--- src/rtl/ddsp_params.svh ---
// Purpose: constants for the driver diagnostic serial port
// Assumes: one system clock mclk at 200 MHz, serial pins sampled into it
// Notes: bit positions of the filtered fault fields are a mapping that can be moved here
// Summary of operation
// - cs fall with clock high loads shifter
// - cs fall drives data pin with summary
// - first clock fall clears diagnostic word
// - each clock rise shifts next bit out
// - overtemp flag ORs sensors, outputs stay on
// - short sets bit, latches driver off
// - low current while on sets open-load
// - low pin voltage sets ground-short bit
// - top eight bits hold raw comparators
// - direction low: six-bit write, pin input
// - first write bit sampled first clock fall
// - write store updates on cs rise only
// - reset restores mode register defaults
// - defaults all zero in mode register
// - reset holds outputs off, state cleared
// - write keeps diagnostics, read keeps mode
// - test bit high selects test mode
// - limit select high picks lower threshold
// - delay select high picks shorter delay
// - word is summary plus 21 shifted bits
// - shifter serial input low, trailing zeros
`ifndef DDSP_PARAMS_SVH
`define DDSP_PARAMS_SVH
`define DDSP_WORD_W 22
`define DDSP_SHIFT_W 21
`define DDSP_MODE_W 6
`define DDSP_MODE_RESET 6'h00
`define DDSP_POS_TMP 0
`define DDSP_POS_SC 1
`define DDSP_POS_OL 5
`define DDSP_POS_SG 9
`define DDSP_POS_RAW_OL 13
`define DDSP_POS_RAW_SG 17
`define DDSP_MODE_TEST 5
`define DDSP_MODE_ISC 4
`define DDSP_DLY_LONG_NS 5200000
`define DDSP_DLY_SHORT_NS 3000000
`define DDSP_CLK_NS 5
`define DDSP_SG_DLY_NS 10000
`endif

--- src/rtl/ddsp_pkg.sv ---
// Purpose: types for the driver diagnostic serial port
// Assumes: nothing beyond the params header
// Notes: serial phase of the current frame
package ddsp_pkg;
   typedef enum logic [1:0] {
      DDSP_IDLE = 2'b00,
      DDSP_READ = 2'b01,
      DDSP_WRITE = 2'b10
   } ddsp_phase_t;
endpackage : ddsp_pkg

--- src/rtl/ddsp_port.sv ---
// Purpose: serial diagnostic port, mode register and output protection of a quad driver
// Assumes: pins and analog comparator levels come from outside mclk and pass two
//          flip-flops before any logic reads them
// Notes: serial clock is sampled, never used as a clock
`include "ddsp_params.svh"
module ddsp_port #(
   parameter int unsigned LONG_DLY_CYC = `DDSP_DLY_LONG_NS / `DDSP_CLK_NS,
   parameter int unsigned SHORT_DLY_CYC = `DDSP_DLY_SHORT_NS / `DDSP_CLK_NS,
   parameter int unsigned SG_DLY_CYC = `DDSP_SG_DLY_NS / `DDSP_CLK_NS
) (
   input wire logic mclk,
   input wire logic resetn,
   input wire logic csN,
   input wire logic sclk,
   input wire logic readNotWrite,
   input wire logic dataIn,
   output logic dataOut,
   output logic dataOe,
   input wire logic [3:0] driveInputsN,
   input wire logic [3:0] overTempSense,
   input wire logic [3:0] overCurrentHi,
   input wire logic [1:0] overCurrentLo,
   input wire logic [3:0] lowLoadCmp,
   input wire logic [3:0] groundShortCmp,
   output logic [3:0] powerOutputs,
   output logic testMode,
   output logic currentLimitSelect
);
   logic [6:0] s1_r, s2_r, s3_r;
   logic csS, clkS, rwS, dS, csPrev, clkPrev;
   logic csFall, csRise, clkFall, clkRise;
   ddsp_pkg::ddsp_phase_t phase_r;
   logic [`DDSP_SHIFT_W-1:0] shift_r;
   logic [`DDSP_WORD_W-1:0] diag_r;
   logic [`DDSP_MODE_W-1:0] mode_r, wsh_r;
   logic firstFall_r;
   logic [3:0] latchOff_r, onPrev_r;
   logic [3:0] olFlt, sgFlt;
   logic [3:0] scNow;
   logic [31:0] olCnt_r [4];
   logic [31:0] sgCnt_r [4];
   logic [3:0] driveOn;
   logic [17:0] cmpS1_r, cmpS2_r;
   logic [3:0] tmpS, ocHiS, olS, sgS;
   logic [1:0] ocLoS;

   always_ff @(posedge mclk) begin
      s1_r <= {dataIn, readNotWrite, sclk, csN, driveInputsN[3:1]};
      s2_r <= s1_r;
   end
   always_ff @(posedge mclk) begin
      if (!resetn) begin
         s3_r <= 7'h7f;
      end else begin
         s3_r <= s2_r;
      end
   end
   // driveInputsN[0] synchronised separately below
   logic [1:0] in0_r;
   always_ff @(posedge mclk) begin
      in0_r <= {in0_r[0], driveInputsN[0]};
   end
   // comparators switch on their own time; two flops keep a half-set trip bit out
   always_ff @(posedge mclk) begin
      cmpS1_r <= {overTempSense, overCurrentHi, overCurrentLo, lowLoadCmp, groundShortCmp};
      cmpS2_r <= cmpS1_r;
   end
   assign {tmpS, ocHiS, ocLoS, olS, sgS} = cmpS2_r;
   assign {dS, rwS, clkS, csS} = s2_r[6:3];
   assign csPrev = s3_r[3];
   assign clkPrev = s3_r[4];
   assign csFall = csPrev && !csS;
   assign csRise = !csPrev && csS;
   assign clkFall = clkPrev && !clkS && !csS;
   assign clkRise = !clkPrev && clkS && !csS;
   assign driveOn = ~{s2_r[2:0], in0_r[1]};

   // frame phase; direction may drop after the fall to turn a read into a write
   always_ff @(posedge mclk) begin
      if (!resetn) begin
         phase_r <= ddsp_pkg::DDSP_IDLE;
      end else if (csRise) begin
         phase_r <= ddsp_pkg::DDSP_IDLE;
      end else if (csFall && clkS) begin
         phase_r <= ddsp_pkg::DDSP_READ;
      end else if (phase_r != ddsp_pkg::DDSP_IDLE && !rwS) begin
         phase_r <= ddsp_pkg::DDSP_WRITE;
      end
   end

   always_ff @(posedge mclk) begin
      if (!resetn) begin
         shift_r <= '0;
         dataOut <= 1'b0;
      end else if (csFall && clkS) begin
         shift_r <= diag_r[`DDSP_WORD_W-1:1];
         dataOut <= |diag_r[`DDSP_WORD_W-1:1];
      end else if (clkRise && phase_r == ddsp_pkg::DDSP_READ) begin
         shift_r <= {1'b0, shift_r[`DDSP_SHIFT_W-1:1]};
         dataOut <= shift_r[0];
      end
   end

   // pin turns to input when direction is low
   always_ff @(posedge mclk) begin
      if (!resetn) begin
         dataOe <= 1'b0;
      end else begin
         dataOe <= !csS && rwS && (phase_r == ddsp_pkg::DDSP_READ || (csFall && clkS));
      end
   end

   always_ff @(posedge mclk) begin
      if (!resetn) begin
         wsh_r <= '0;
      end else if (clkFall && phase_r == ddsp_pkg::DDSP_WRITE) begin
         wsh_r <= {wsh_r[`DDSP_MODE_W-2:0], dS};
      end
   end

   always_ff @(posedge mclk) begin
      if (!resetn) begin
         mode_r <= `DDSP_MODE_RESET;
      end else if (csRise && phase_r == ddsp_pkg::DDSP_WRITE) begin
         mode_r <= wsh_r;
      end
   end

   always_ff @(posedge mclk) begin
      if (!resetn) begin
         testMode <= 1'b0;
         currentLimitSelect <= 1'b0;
      end else begin
         testMode <= mode_r[`DDSP_MODE_TEST];
         currentLimitSelect <= mode_r[`DDSP_MODE_ISC];
      end
   end

   always_ff @(posedge mclk) begin
      if (!resetn) begin
         firstFall_r <= 1'b0;
      end else if (csFall) begin
         firstFall_r <= 1'b1;
      end else if (clkFall || csRise) begin
         firstFall_r <= 1'b0;
      end
   end

   // lower threshold on outputs 3 and 4
   assign scNow = {mode_r[`DDSP_MODE_ISC] ? ocLoS[1] : ocHiS[3],
      mode_r[`DDSP_MODE_ISC] ? ocLoS[0] : ocHiS[2], ocHiS[1:0]};

   // open-load and ground-short filters
   always_ff @(posedge mclk) begin
      for (int i = 0; i < 4; i++) begin
         if (!resetn || !(driveOn[i] && powerOutputs[i] && olS[i])) begin
            olCnt_r[i] <= '0;
         end else if (!olFlt[i]) begin
            olCnt_r[i] <= olCnt_r[i] + 32'h1;
         end
         if (!resetn || !sgS[i]) begin
            sgCnt_r[i] <= '0;
         end else if (!sgFlt[i]) begin
            sgCnt_r[i] <= sgCnt_r[i] + 32'h1;
         end
      end
   end
   always_comb begin
      for (int i = 0; i < 4; i++) begin
         olFlt[i] = olCnt_r[i] >= (mode_r[i] ? SHORT_DLY_CYC : LONG_DLY_CYC);
         sgFlt[i] = sgCnt_r[i] >= SG_DLY_CYC;
      end
   end

   always_ff @(posedge mclk) begin
      if (!resetn) begin
         latchOff_r <= '0;
         onPrev_r <= '0;
         powerOutputs <= '0;
      end else begin
         onPrev_r <= driveOn;
         for (int i = 0; i < 4; i++) begin
            if (powerOutputs[i] && scNow[i]) begin
               latchOff_r[i] <= 1'b1;
            end else if (driveOn[i] && !onPrev_r[i]) begin
               latchOff_r[i] <= 1'b0;
            end
         end
         powerOutputs <= driveOn & ~latchOff_r & ~(powerOutputs & scNow);
      end
   end

   // clear on first fall; set wins over clear
   always_ff @(posedge mclk) begin
      if (!resetn) begin
         diag_r <= '0;
      end else begin
         if (clkFall && firstFall_r && phase_r == ddsp_pkg::DDSP_READ) begin
            diag_r <= '0;
         end
         if (|tmpS) begin
            diag_r[`DDSP_POS_TMP+1] <= 1'b1;
         end
         for (int i = 0; i < 4; i++) begin
            if (powerOutputs[i] && scNow[i]) begin
               diag_r[`DDSP_POS_SC+1+i] <= 1'b1;
            end
            if (olFlt[i]) begin
               diag_r[`DDSP_POS_OL+1+i] <= 1'b1;
            end
            if (sgFlt[i]) begin
               diag_r[`DDSP_POS_SG+1+i] <= 1'b1;
            end
         end
         diag_r[`DDSP_WORD_W-1 -: 8] <= {sgS, olS};
      end
   end

   // bit 0 of the word is summary only
   property p_sum;
      @(posedge mclk) disable iff (!resetn)
      (csFall && clkS) |=> (dataOut == |$past(diag_r[`DDSP_WORD_W-1:1]));
   endproperty
   a_sum: assert property (p_sum) else $error("summary wrong");
   property p_oe;
      @(posedge mclk) disable iff (!resetn)
      (!rwS) |=> !dataOe;
   endproperty
   a_oe: assert property (p_oe) else $error("pin driven in write");
   property p_mode;
      @(posedge mclk) disable iff (!resetn)
      !(csRise && phase_r == ddsp_pkg::DDSP_WRITE) |=> $stable(mode_r);
   endproperty
   a_mode: assert property (p_mode) else $error("mode changed outside store");
   property p_store;
      @(posedge mclk) disable iff (!resetn)
      (csRise && phase_r == ddsp_pkg::DDSP_WRITE) |=> (mode_r == $past(wsh_r));
   endproperty
   a_store: assert property (p_store) else $error("store lost");
   property p_off;
      @(posedge mclk) disable iff (!resetn)
      (|(powerOutputs & scNow)) |=> ((powerOutputs & $past(powerOutputs & scNow)) == 4'h0)
         ##1 ((powerOutputs & $past(powerOutputs & scNow, 2)) == 4'h0);
   endproperty
   a_off: assert property (p_off) else $error("short not latched");
   property p_tmp;
      @(posedge mclk) disable iff (!resetn)
      (|tmpS) |=> diag_r[`DDSP_POS_TMP+1];
   endproperty
   a_tmp: assert property (p_tmp) else $error("overtemp missed");
   property p_fill;
      @(posedge mclk) disable iff (!resetn)
      (clkRise && phase_r == ddsp_pkg::DDSP_READ) |=>
         (shift_r == {1'b0, $past(shift_r[`DDSP_SHIFT_W-1:1])});
   endproperty
   a_fill: assert property (p_fill) else $error("fill not zero");
   property p_shift;
      @(posedge mclk) disable iff (!resetn)
      (clkRise && phase_r == ddsp_pkg::DDSP_READ) |=> (dataOut == $past(shift_r[0]));
   endproperty
   a_shift: assert property (p_shift) else $error("shift wrong");
   property p_rst;
      @(posedge mclk) !resetn |=> (powerOutputs == 4'h0 && mode_r == `DDSP_MODE_RESET);
   endproperty
   a_rst: assert property (p_rst) else $error("reset not applied");
   property p_load;
      @(posedge mclk) disable iff (!resetn)
      (csFall && clkS) |=> (shift_r == $past(diag_r[`DDSP_WORD_W-1:1]));
   endproperty
   a_load: assert property (p_load) else $error("shifter not loaded");
   property p_drive;
      @(posedge mclk) disable iff (!resetn)
      (csFall && clkS && rwS) |=> dataOe;
   endproperty
   a_drive: assert property (p_drive) else $error("pin not driven on read");
   property p_clr;
      @(posedge mclk) disable iff (!resetn)
      (clkFall && firstFall_r && phase_r == ddsp_pkg::DDSP_READ && !(|tmpS)) |=>
         !diag_r[`DDSP_POS_TMP+1];
   endproperty
   a_clr: assert property (p_clr) else $error("word not cleared");
   property p_wshift;
      @(posedge mclk) disable iff (!resetn)
      (clkFall && phase_r == ddsp_pkg::DDSP_WRITE) |=> (wsh_r[0] == $past(dS));
   endproperty
   a_wshift: assert property (p_wshift) else $error("write bit not taken");
   property p_sc;
      @(posedge mclk) disable iff (!resetn)
      (|(powerOutputs & scNow)) |=> ((diag_r[`DDSP_POS_SC+4:`DDSP_POS_SC+1] &
         $past(powerOutputs & scNow)) == $past(powerOutputs & scNow));
   endproperty
   a_sc: assert property (p_sc) else $error("short bit missed");
endmodule : ddsp_port

--- config.mk ---
export PLATFORM = sky130hd
export DESIGN_NAME = ddsp_port
export DESIGN_NICKNAME = d
export VERILOG_FILES = /design/src/rtl/ddsp_pkg.sv /design/src/rtl/ddsp_port.sv
export VERILOG_INCLUDE_DIRS = /design/src /design/src/rtl
export SDC_FILE = /design/constraint.sdc
export NUM_CORES = 1
export LEC_CHECK = 0
export BUFFER_PORTS_ARGS = -buffer_cell sky130_fd_sc_hd__buf_2
export CORE_UTILIZATION = 55
export DETAILED_ROUTE_END_ITERATION = 10
export GPL_TIMING_DRIVEN = 0
export PLACE_DENSITY = 0.73
export SYNTH_ARGS = -nofsm -noshare
export SYNTH_HDL_FRONTEND = slang
export SYNTH_SLANG_ARGS = --single-unit
export TNS_END_PERCENT = 100
--- constraint.sdc ---
create_clock -name mclk -period 5.2 [get_ports mclk]
set_clock_uncertainty 0.1 [all_clocks]
set_input_delay 0.78 -clock mclk [delete_from_list [all_inputs] [get_ports mclk]]
set_output_delay 0.78 -clock mclk [all_outputs]
set_load 0.1 [all_outputs]
==> results of run 1 <==
==> flip-flops by register name, summed over array words and instances (netlist names), 4 cells and up <==
name and cells:
cmpS1_r 18, cmpS2_r 18, diag_r 21, latchOff_r 4, mode_r 6, olCnt_r 128
onPrev_r 4, powerOutputs 4, s1_r 7, s2_r 7, sgCnt_r 128, shift_r 21
wsh_r 6
==> synth_stat cells (20+ instances only) <==
cell type  instances
ha_1              52
mux2i_1           29
o211a_1           20
xor2_1            61
edfxtp_1         256
nor4_1            42
nand3_1           54
nor3_1            22
and3_1            33
nand2_1           85
dfxtp_1          127
nor2_1           155
xnor2_1           51
inv_1             39
nand4_1           32
==> layer usage <==
metal / wire length [um] / track usage [%]
met5: 0 / 0
met4: 554 / 5.40
met3: 969 / 3.03
met2: 12000 / 29.7
met1: 12400 / 25.4
==> critical path, delay by kind of cell, from the launching register on <==
family | cells | cell delay [ns]
flops | 1 | 0.54
compound gates | 5 | 1.77
fa+ha+maj | 1 | 0.34
buf+inv | 1 | 0.17
==> final cells by class <==
| cell class | count | share of cell area, % |
|---|---|---|
| Buffer | 23 | 0.573 |
| Clock buffer | 55 | 6.22 |
| Clock inverter | 17 | 0.718 |
| Inverter | 39 | 0.808 |
| Multi-Input combinational cell | 921 | 31.7 |
| Sequential cell | 383 | 56.5 |
| Tap cell | 378 | 2.61 |
| Timing Repair Buffer | 35 | 0.967 |
==> worst paths after layout <==
path | start | to | slack [ns] | cells after the start
max reg2reg | mode_r[1] | olCnt_r[1][10] | 1.90 | 7
min | cmpS1_r[6] | cmpS2_r[6] | 0.22 | 0
min reg2reg | cmpS1_r[6] | cmpS2_r[6] | 0.22 | 0
max | mode_r[1] | olCnt_r[1][10] | 1.90 | 7
==> cell families (layout without fill, tap and decap cells) <==
logic type / after synthesis / in the layout / synth area share, %
AOI/OAI and AO/OA: 106 / 106 / 5.11
xor gates and xnor gates: 112 / 112 / 6.25
adders and majority gates: 52 / 52 / 4.15
buffers and inverters: 62 / 169 / 1.60
DFF: 383 / 383 / 65.2
muxes: 31 / 31 / 1.99
other: 1 / 128 / 0.0239
and+or+nand+nor: 492 / 492 / 15.7
==> power groups by stage <==
stage               clock [mW]  sequential, mW  combinational (mW)
finish                    2.71            3.45               0.172
global route              2.87            3.47               0.196
CTS                       2.76            3.46               0.171
detailed placement           0            3.52               0.169
global placement             0            3.52               0.164
floorplan                    0            3.51               0.110
==> per-stage QoR <==
step	hold slack, ns	total power, mW	instances	util, %	cell area, um^2
floorplan	0.210	3.62	1366	-	16200
global placement	0.211	3.68	1779	60.2	16800
detailed placement	0.212	3.69	1779	60.3	16900
CTS	0.219	6.39	1851	64.8	18100
global route	0.221	6.53	1851	64.9	18100
finish	0.219	6.34	1851	64.9	18100
==> run_results.csv, run 1 <==
group,metric,value,unit
run_status,status,"completed",
clock_network,cts_tree,"yes",
worst_setup_path,required,5.24,ns
clock_network,htreeDepth,2,
flow_run,max_cap_viol_count,0,
cells_and_area,final_cell_mix,"edfxtp_1 (256), nor2_1 (155), conb_1 (128), dfxtp_1 (127), nand2_1 (85)",
placed_design,dp_slack,1.91,ns
detailed_routing,drtAntennaViolNets,0,
cells_and_area,multiInputGateArea,5740,um^2
placed_design,hpwl,17400,um
cells_and_area,drive_gt1_share,8.21,%
clock_network,cts_hold_buf,0,
sta,slew_violations,0,
clock_network,root_buffer,"clkbuf_16",
cells_and_area,syn_to_final_growth,15.5,%
clock_network,path_clk_slew,0.06,ns
grt,grt_pass1_wl,42900,um
logic_synthesis,netlist_area,15700,um^2
sta,slew_headroom,28.3,%
sta,tns,0,ns
clock_network,cts_num_sinks,383,
die,die-area,29200,um^2
die,io_pins,36,
cells_and_area,n_antenna_cell,0,
logic_synthesis,syn_avg_cell_area,12.7,um^2
logic_synthesis,synth_top_cells_by_area,"edfxtp_1 (49%), dfxtp_1 (16%), ha_1 (4.1%), nor2_1 (3.7%), xor2_1 (3.4%)",
logic_synthesis,synth_cell_types,57,
pwr,seqPwrFrac,54.5,%
detailed_routing,drt-vias-per-instance,5.13,
clock_network,cts_buffer_depth,3,
clock_network,cts_buffers,39,
worst_setup_path,crit_path_end_kind,"flop",
grt,overflow,0,
worst_setup_path,crit_type,"flop to flop",
placed_design,gp_congestion,0.811,
worst_setup_path,worst_setup_path_start_kind,"flop",
logic_synthesis,synth_cells,1239,
sta,min_period_over_period,63.6,%
sta,setup_violations,0,
pwr,peakVddDrop,0.000298,V
sta,setup_ws,1.90,ns
detailed_routing,drtIter0Drc,559,
pwr,p_int,5.02,mW
worst_setup_path,cpMostUsedCell,"a21o_1",
detailed_routing,wirelength,26000,um
logic_synthesis,async_reset_ff_share,0,%
logic_synthesis,synth-edff-count,256,
sta,fin_crit,3.30,ns
die,die_w,171,um
die,rows,61,
worst_setup_path,critical_path_arrival,3.35,ns
worst_setup_path,slowest_stage,"o21bai_4",
clock_network,cts_resized,0,
worst_setup_path,critPathMaxStageDelay,0.75,ns
die,fp.dieH,171,um
pwr,p_per_area,350,nW/um^2
cells_and_area,fin_nets,1522,
die,floorplan.initialDensity,56.1,%
sta,worst_pin_slew,1.07,ns
cells_and_area,seq_area,10200,um^2
worst_setup_path,cp_max_fo,32,
placed_design,io_buffers,35,
grt,grt_start_max_net_pins,33,
pwr,power_frac_clock,42.8,%
worst_hold_path,hold_class,"flop to flop",
pwr,leakage,7.08,nW
logic_synthesis,yosysWarnings,0,
logic_synthesis,synth_area_leader_cell,"edfxtp_1",
clock_network,clock_latency,0.52,ns
grt,antenna_found_initial,0,
die,core,27900,um^2
pwr,switchingPower,1.32,mW
logic_synthesis,ys_seq_area_share,65.2,%
logic_synthesis,synth_top_area_share,49.0,%
detailed_routing,first_pass_iters,5,
sta,hold_viol,0,
sta,rsz0062_at_grt,"no",
worst_setup_path,crit_chain,"inv_1 > ha_1 > a21o_1 > a21o_1 > a221oi_1 > o21ai_0 > o21bai_4",
grt,grt_pass1_vias,8984,
logic_synthesis,ys.flop_type,"edfxtp_1",
detailed_routing,drc,0,
cells_and_area,mostFrequentLayoutCell,"edfxtp_1",
pwr,switching_share,20.8,%
grt,grtUsageTotal,18.3,%
logic_synthesis,ys_ff_latch,383,
sta,fmax,303,MHz
clock_network,post_cts_buffers,0,
detailed_routing,vias,9503,
pwr,p_comb_share,2.7,%
detailed_routing,wl_per_cell,14.0,um
cells_and_area,nFillCells,2109,
(Power assumes the default switching activity.)
==> inputs of run 2 (changes only) <==
Settings changed: PLACE_DENSITY 0.73 to 0.76.
Clock period 5.2 ns to 2.79 ns, I/O delays scaled along.
==> run_results.csv, run 2 (synthesized netlist as in run 1, its figures left out) <==
group,metric,value,unit
run_status,status,"completed",
detailed_routing,drt-vias-per-instance,5.17,
placed_design,io_buffers,35,
worst_setup_path,critical_path_arrival,2.73,ns
worst_setup_path,crit_type,"flop to flop",
clock_network,cts_buffer_depth,3,
worst_hold_path,hold_class,"input port to flop",
die,fp.dieH,171,um
cells_and_area,finish.utilization,66.8,%
detailed_routing,first_pass_iters,5,
grt,grtUsageTotal,19.8,%
pwr,peakVddDrop,0.000543,V
detailed_routing,drc,0,
sta,hold_slack,0.167,ns
grt,antenna_found_initial,1,
sta,hold_viol,0,
worst_setup_path,critPathMaxStageDelay,0.44,ns
clock_network,clock_latency,0.53,ns
sta,min_period_over_period,93.2,%
sta,fmax,385,MHz
detailed_routing,wirelength,28000,um
worst_setup_path,rrSetupSlack,0.19,ns
worst_hold_path,hold_path_depth,2,
placed_design,hpwl,17700,um
worst_setup_path,rr_endpoint,"olCnt_r[2][24]",
sta,tns,0,ns
clock_network,path_clk_slew,0.06,ns
worst_hold_path,holdCritStartpoint,"resetn",
clock_network,cts_tree,"yes",
clock_network,cts_buffers,38,
pwr,leakage,7.34,nW
cells_and_area,final_cell_mix,"edfxtp_1 (256), nor2_1 (155), conb_1 (128), dfxtp_1 (123), nand2_1 (85)",
worst_setup_path,worst_setup_path_start_kind,"flop",
worst_setup_path,rr_startpoint,"mode_r[2]",
die,die_w,171,um
worst_hold_path,min_to,"onPrev_r[2]",
grt,overflow,0,
sta,setup_ws,0.190,ns
clock_network,cts_num_sinks,383,
grt,grt_start_max_net_pins,33,
worst_setup_path,cp_max_fo,13,
detailed_routing,drtAntennaViolNets,0,
sta,rsz0062_at_grt,"no",
worst_setup_path,reg2regPathDepth,8,
sta,setup_violations,0,
worst_setup_path,crit_path_end_kind,"flop",
detailed_routing,wl_per_cell,14.7,um
die,die-area,29200,um^2
detailed_routing,vias,9818,
die,floorplan.initialDensity,56.1,%
pwr,power,11.7,mW
clock_network,root_buffer,"clkbuf_16",
placed_design,gp_congestion,0.821,
placed_design,dp_slack,-0.599,ns
worst_setup_path,slowest_stage,"dfxtp_2",
die,rows,61,
worst_setup_path,required,2.92,ns
cells_and_area,mostFrequentLayoutCell,"edfxtp_1",
cells_and_area,drive_gt1_share,9.87,%
detailed_routing,drtIter0Drc,477,
flow_run,max_cap_viol_count,0,
cells_and_area,n_antenna_cell,0,
pwr,p_per_area,625,nW/um^2
clock_network,htreeDepth,2,
cells_and_area,reg_top3,"olCnt_r x128, sgCnt_r x128",
sta,slew_violations,0,
sta,worst_pin_slew,1.27,ns
cells_and_area,fin_nets,1570,
cells_and_area,syn_to_final_growth,18.9,%
grt,grt_pass1_vias,9629,
sta,slew_headroom,15.0,%
die,core,27900,um^2
sta,fin_crit,2.60,ns
worst_setup_path,crit_chain,"inv_1 > ha_1 > and4_1 > a41o_1 > a21oi_1 > o21ai_1 > o21bai_4 > buf_12",
die,io_pins,36,
grt,grt_pass1_wl,45900,um
==> run 2: cell types whose count changed in the layout (fill, tap and decap cells not counted), moves of 4 or more <==
cell           change
buf_4             +14
buf_12             +5
o21bai_4           +4
dfxtp_2            +4
dlygate4sd3_1     +26
dfxtp_1            -4
==> run 2: report_power, final <==
part	internal, mW	switching (mW)
clock network	2.80	2.05
logic	0.147	0.220
registers	6.30	0.135
total	9.25	2.41
==> run 2: worst max path at each step <==
stage              start             end  cells past startpoint
3_3_place_gp   mode_r[3]  olCnt_r[3][13]                      7
5_1_grt        mode_r[2]  olCnt_r[2][11]                      8
6_report       mode_r[2]  olCnt_r[2][24]                      8
3_5_place_dp   mode_r[3]  olCnt_r[3][22]                      7
2_1_floorplan  mode_r[1]   olCnt_r[1][0]                      7
4_1_cts        mode_r[0]   olCnt_r[0][7]                      8
==> run 2: worst max-delay path: cells and delay by family (launching register included) <==
family / cells / cell delay [ns]
and+or+nand+nor: 1 / 0.22
adders and majority gates: 1 / 0.32
DFF: 1 / 0.44
buffers and inverters: 2 / 0.30
AOI/OAI and AO/OA: 4 / 0.93
==> run 2: final cells by class <==
cell class	count	area, um^2
buffer	23	106
fill	2115	9280
multi-input combinational	925	5860
inverter	39	146
tap	378	473
clock inverter	10	65.1
timing repair buffer	80	641
clock buffer	60	1130
sequential	383	10200
==> run 2: per-layer routing <==
layer	track usage (%)	wire, um	up-vias
met5	0	0	-
met4	5.94	576	0
met3	3.54	1130	53
met2	34.2	13800	194
met1	25.5	12500	4677
li1	-	-	4894
==> run 2: stage by stage <==
| stage | instance area, um^2 | cells |
|---|---|---|
| 2_1_floorplan | 16200 | 1366 |
| 3_3_place_gp | 16900 | 1779 |
| 3_5_place_dp | 16900 | 1779 |
| 4_1_cts | 18600 | 1897 |
| 5_1_grt | 18700 | 1898 |
| 6_report | 18700 | 1898 |
==> run 2: repair_timing <==
action	in CTS	in global routing
cloned	4	0
hold buffers	26	0
setup endpoints to repair	256	130
gates resized for setup	15	11
hold endpoints to repair	26	0
pin swaps	8	4
setup buffers	18	1
==> inputs of run 3 (changes only) <==
Settings changed: PLACE_DENSITY 0.76 to 0.73.
Clock period 2.79 ns to 3 ns, I/O delays scaled along.
==> run_results.csv, run 3 (synthesized netlist as in run 1, its figures left out) <==
group,metric,value,unit
sta,hold_viol,0,
die,fp.dieH,171,um
detailed_routing,drtIter0Drc,701,
sta,min_period_over_period,96.7,%
clock_network,htreeDepth,2,
worst_setup_path,path_buf_inv,2,
cells_and_area,seq_area,10200,um^2
grt,use_met3,3.12,%
worst_setup_path,cp_max_fo,14,
worst_setup_path,crit_path_end_kind,"flop",
cells_and_area,n_antenna_cell,0,
grt,overflow,0,
pwr,power,10.9,mW
die,die-area,29200,um^2
worst_setup_path,worst_setup_path_start_kind,"flop",
cells_and_area,multiInputGateArea,5840,um^2
sta,slew_violations,0,
clock_network,cts_buffer_depth,3,
detailed_routing,first_pass_iters,5,
grt,grtUsageTotal,19.2,%
detailed_routing,drt-vias-per-instance,5.12,
grt,grt_pass1_vias,9464,
worst_setup_path,critPathMaxStageDelay,0.52,ns
cells_and_area,reg_top3,"olCnt_r x128, sgCnt_r x128",
worst_setup_path,crit_chain,"inv_1 > ha_1 > and4_1 > a41o_1 > a21oi_1 > o21ai_0 > o21bai_4 > buf_12",
detailed_routing,vias,9695,
worst_hold_path,hold_class,"input port to flop",
die,io_pins,36,
worst_setup_path,required,3.13,ns
detailed_routing,wirelength,26700,um
cells_and_area,final_cell_mix,"edfxtp_1 (256), nor2_1 (155), conb_1 (128), dfxtp_1 (127), nand2_1 (85)",
die,rows,61,
grt,grt-busiest-layer,"met2",
clock_network,cts_tree,"yes",
clock_network,clock_latency,0.53,ns
die,die_w,171,um
sta,setup_ws,0.0990,ns
flow_run,max_cap_viol_count,0,
cells_and_area,syn_to_final_growth,18.8,%
grt,grt_start_max_net_pins,33,
clock_network,cts_buffers,39,
cells_and_area,fin_nets,1564,
worst_setup_path,slowest_stage,"dfxtp_1",
pwr,p_per_area,588,nW/um^2
grt,met1_usage,26.2,%
cells_and_area,drive_gt1_share,9.11,%
clock_network,path_clk_slew,0.06,ns
placed_design,hpwl,17100,um
clock_network,root_buffer,"clkbuf_16",
cells_and_area,mostFrequentLayoutCell,"edfxtp_1",
sta,worst_pin_slew,1.09,ns
detailed_routing,drtAntennaViolNets,0,
placed_design,gp_congestion,0.813,
grt,met2_usage,31.1,%
cells_and_area,finish.utilization,66.7,%
sta,tns,0,ns
detailed_routing,wl_per_cell,14.1,um
sta,setup_violations,0,
worst_setup_path,crit_type,"flop to flop",
grt,grt_pass1_wl,44700,um
die,floorplan.initialDensity,56.1,%
sta,slew_headroom,27.3,%
clock_network,cts_num_sinks,383,
worst_setup_path,critical_path_arrival,3.03,ns
pwr,peakVddDrop,0.000487,V
grt,antenna_found_initial,0,
detailed_routing,drc,0,
die,core,27900,um^2
worst_setup_path,critPathTopFamily,"compound AO/OA/AOI/OAI gates",
cells_and_area,nFillCells,2069,
placed_design,dp_slack,-0.291,ns
sta,fin_crit,2.90,ns
placed_design,io_buffers,35,
sta,rsz0062_at_grt,"no",
sta,fmax,345,MHz
run_status,status,"completed",
pwr,leakage,7.32,nW
run 3: cell count changes in the layout (fill, tap and decap cells not counted), sizes merged:
cell,change
buf,-7
inv,+2
bufinv,+1
clkinv,-1
run 3: final cells by class:
cell class              instances  share of cell area [%]
well taps                     378                    2.54
multi-input cells             925                    31.3
flip-flops and latches        383                    54.9
clock buffers                  60                    6.07
inverters                      39                   0.786
clock inverters                12                   0.577
plain buffers                  23                   0.571
repair buffers                 73                    3.22
run 3: stage by stage:
step                hold slack, ns  area [um^2]  instances
floorplan                    0.210        16200       1366
finish                       0.200        18600       1893
global placement             0.212        16800       1779
global route                 0.189        18600       1893
CTS                          0.185        18500       1888
detailed placement           0.215        16900       1779
run 3: timing repair:
item	4_1_cts	5_1_grt
cloned	4	0
hold buffers	26	0
pin swaps	4	5
resized for setup	6	8
buffers inserted	7	5
endpoints found under the hold margin	26	0
setup endpoints to repair	128	129
run 3: layer usage:
metal | share of wire, % | vias up | wire (um)
met4 | 2.4 | 0 | 645
li1 | - | 4879 | -
met3 | 3.7 | 51 | 997
met5 | 0 | - | 0
met1 | 47 | 4599 | 12500
met2 | 47 | 166 | 12600
run 3: worst paths after layout:
| kind | startpoint | endpoint | slack, ns | depth (start not counted) |
|---|---|---|---|---|
| setup / recovery | mode_r[2] | olCnt_r[2][7] | 0.1 | 8 |
| hold / removal | resetn | onPrev_r[2] | 0.20 | 2 |
| setup reg to reg | mode_r[2] | olCnt_r[2][7] | 0.1 | 8 |
| hold reg to reg | cmpS1_r[14] | cmpS2_r[14] | 0.23 | 0 |
run 3: power by group:
part           switching [mW]  total, mW  internal [mW]
Combinational           0.201      0.337          0.136
Sequential              0.124       5.99           5.86
Clock                    1.92       4.63           2.71
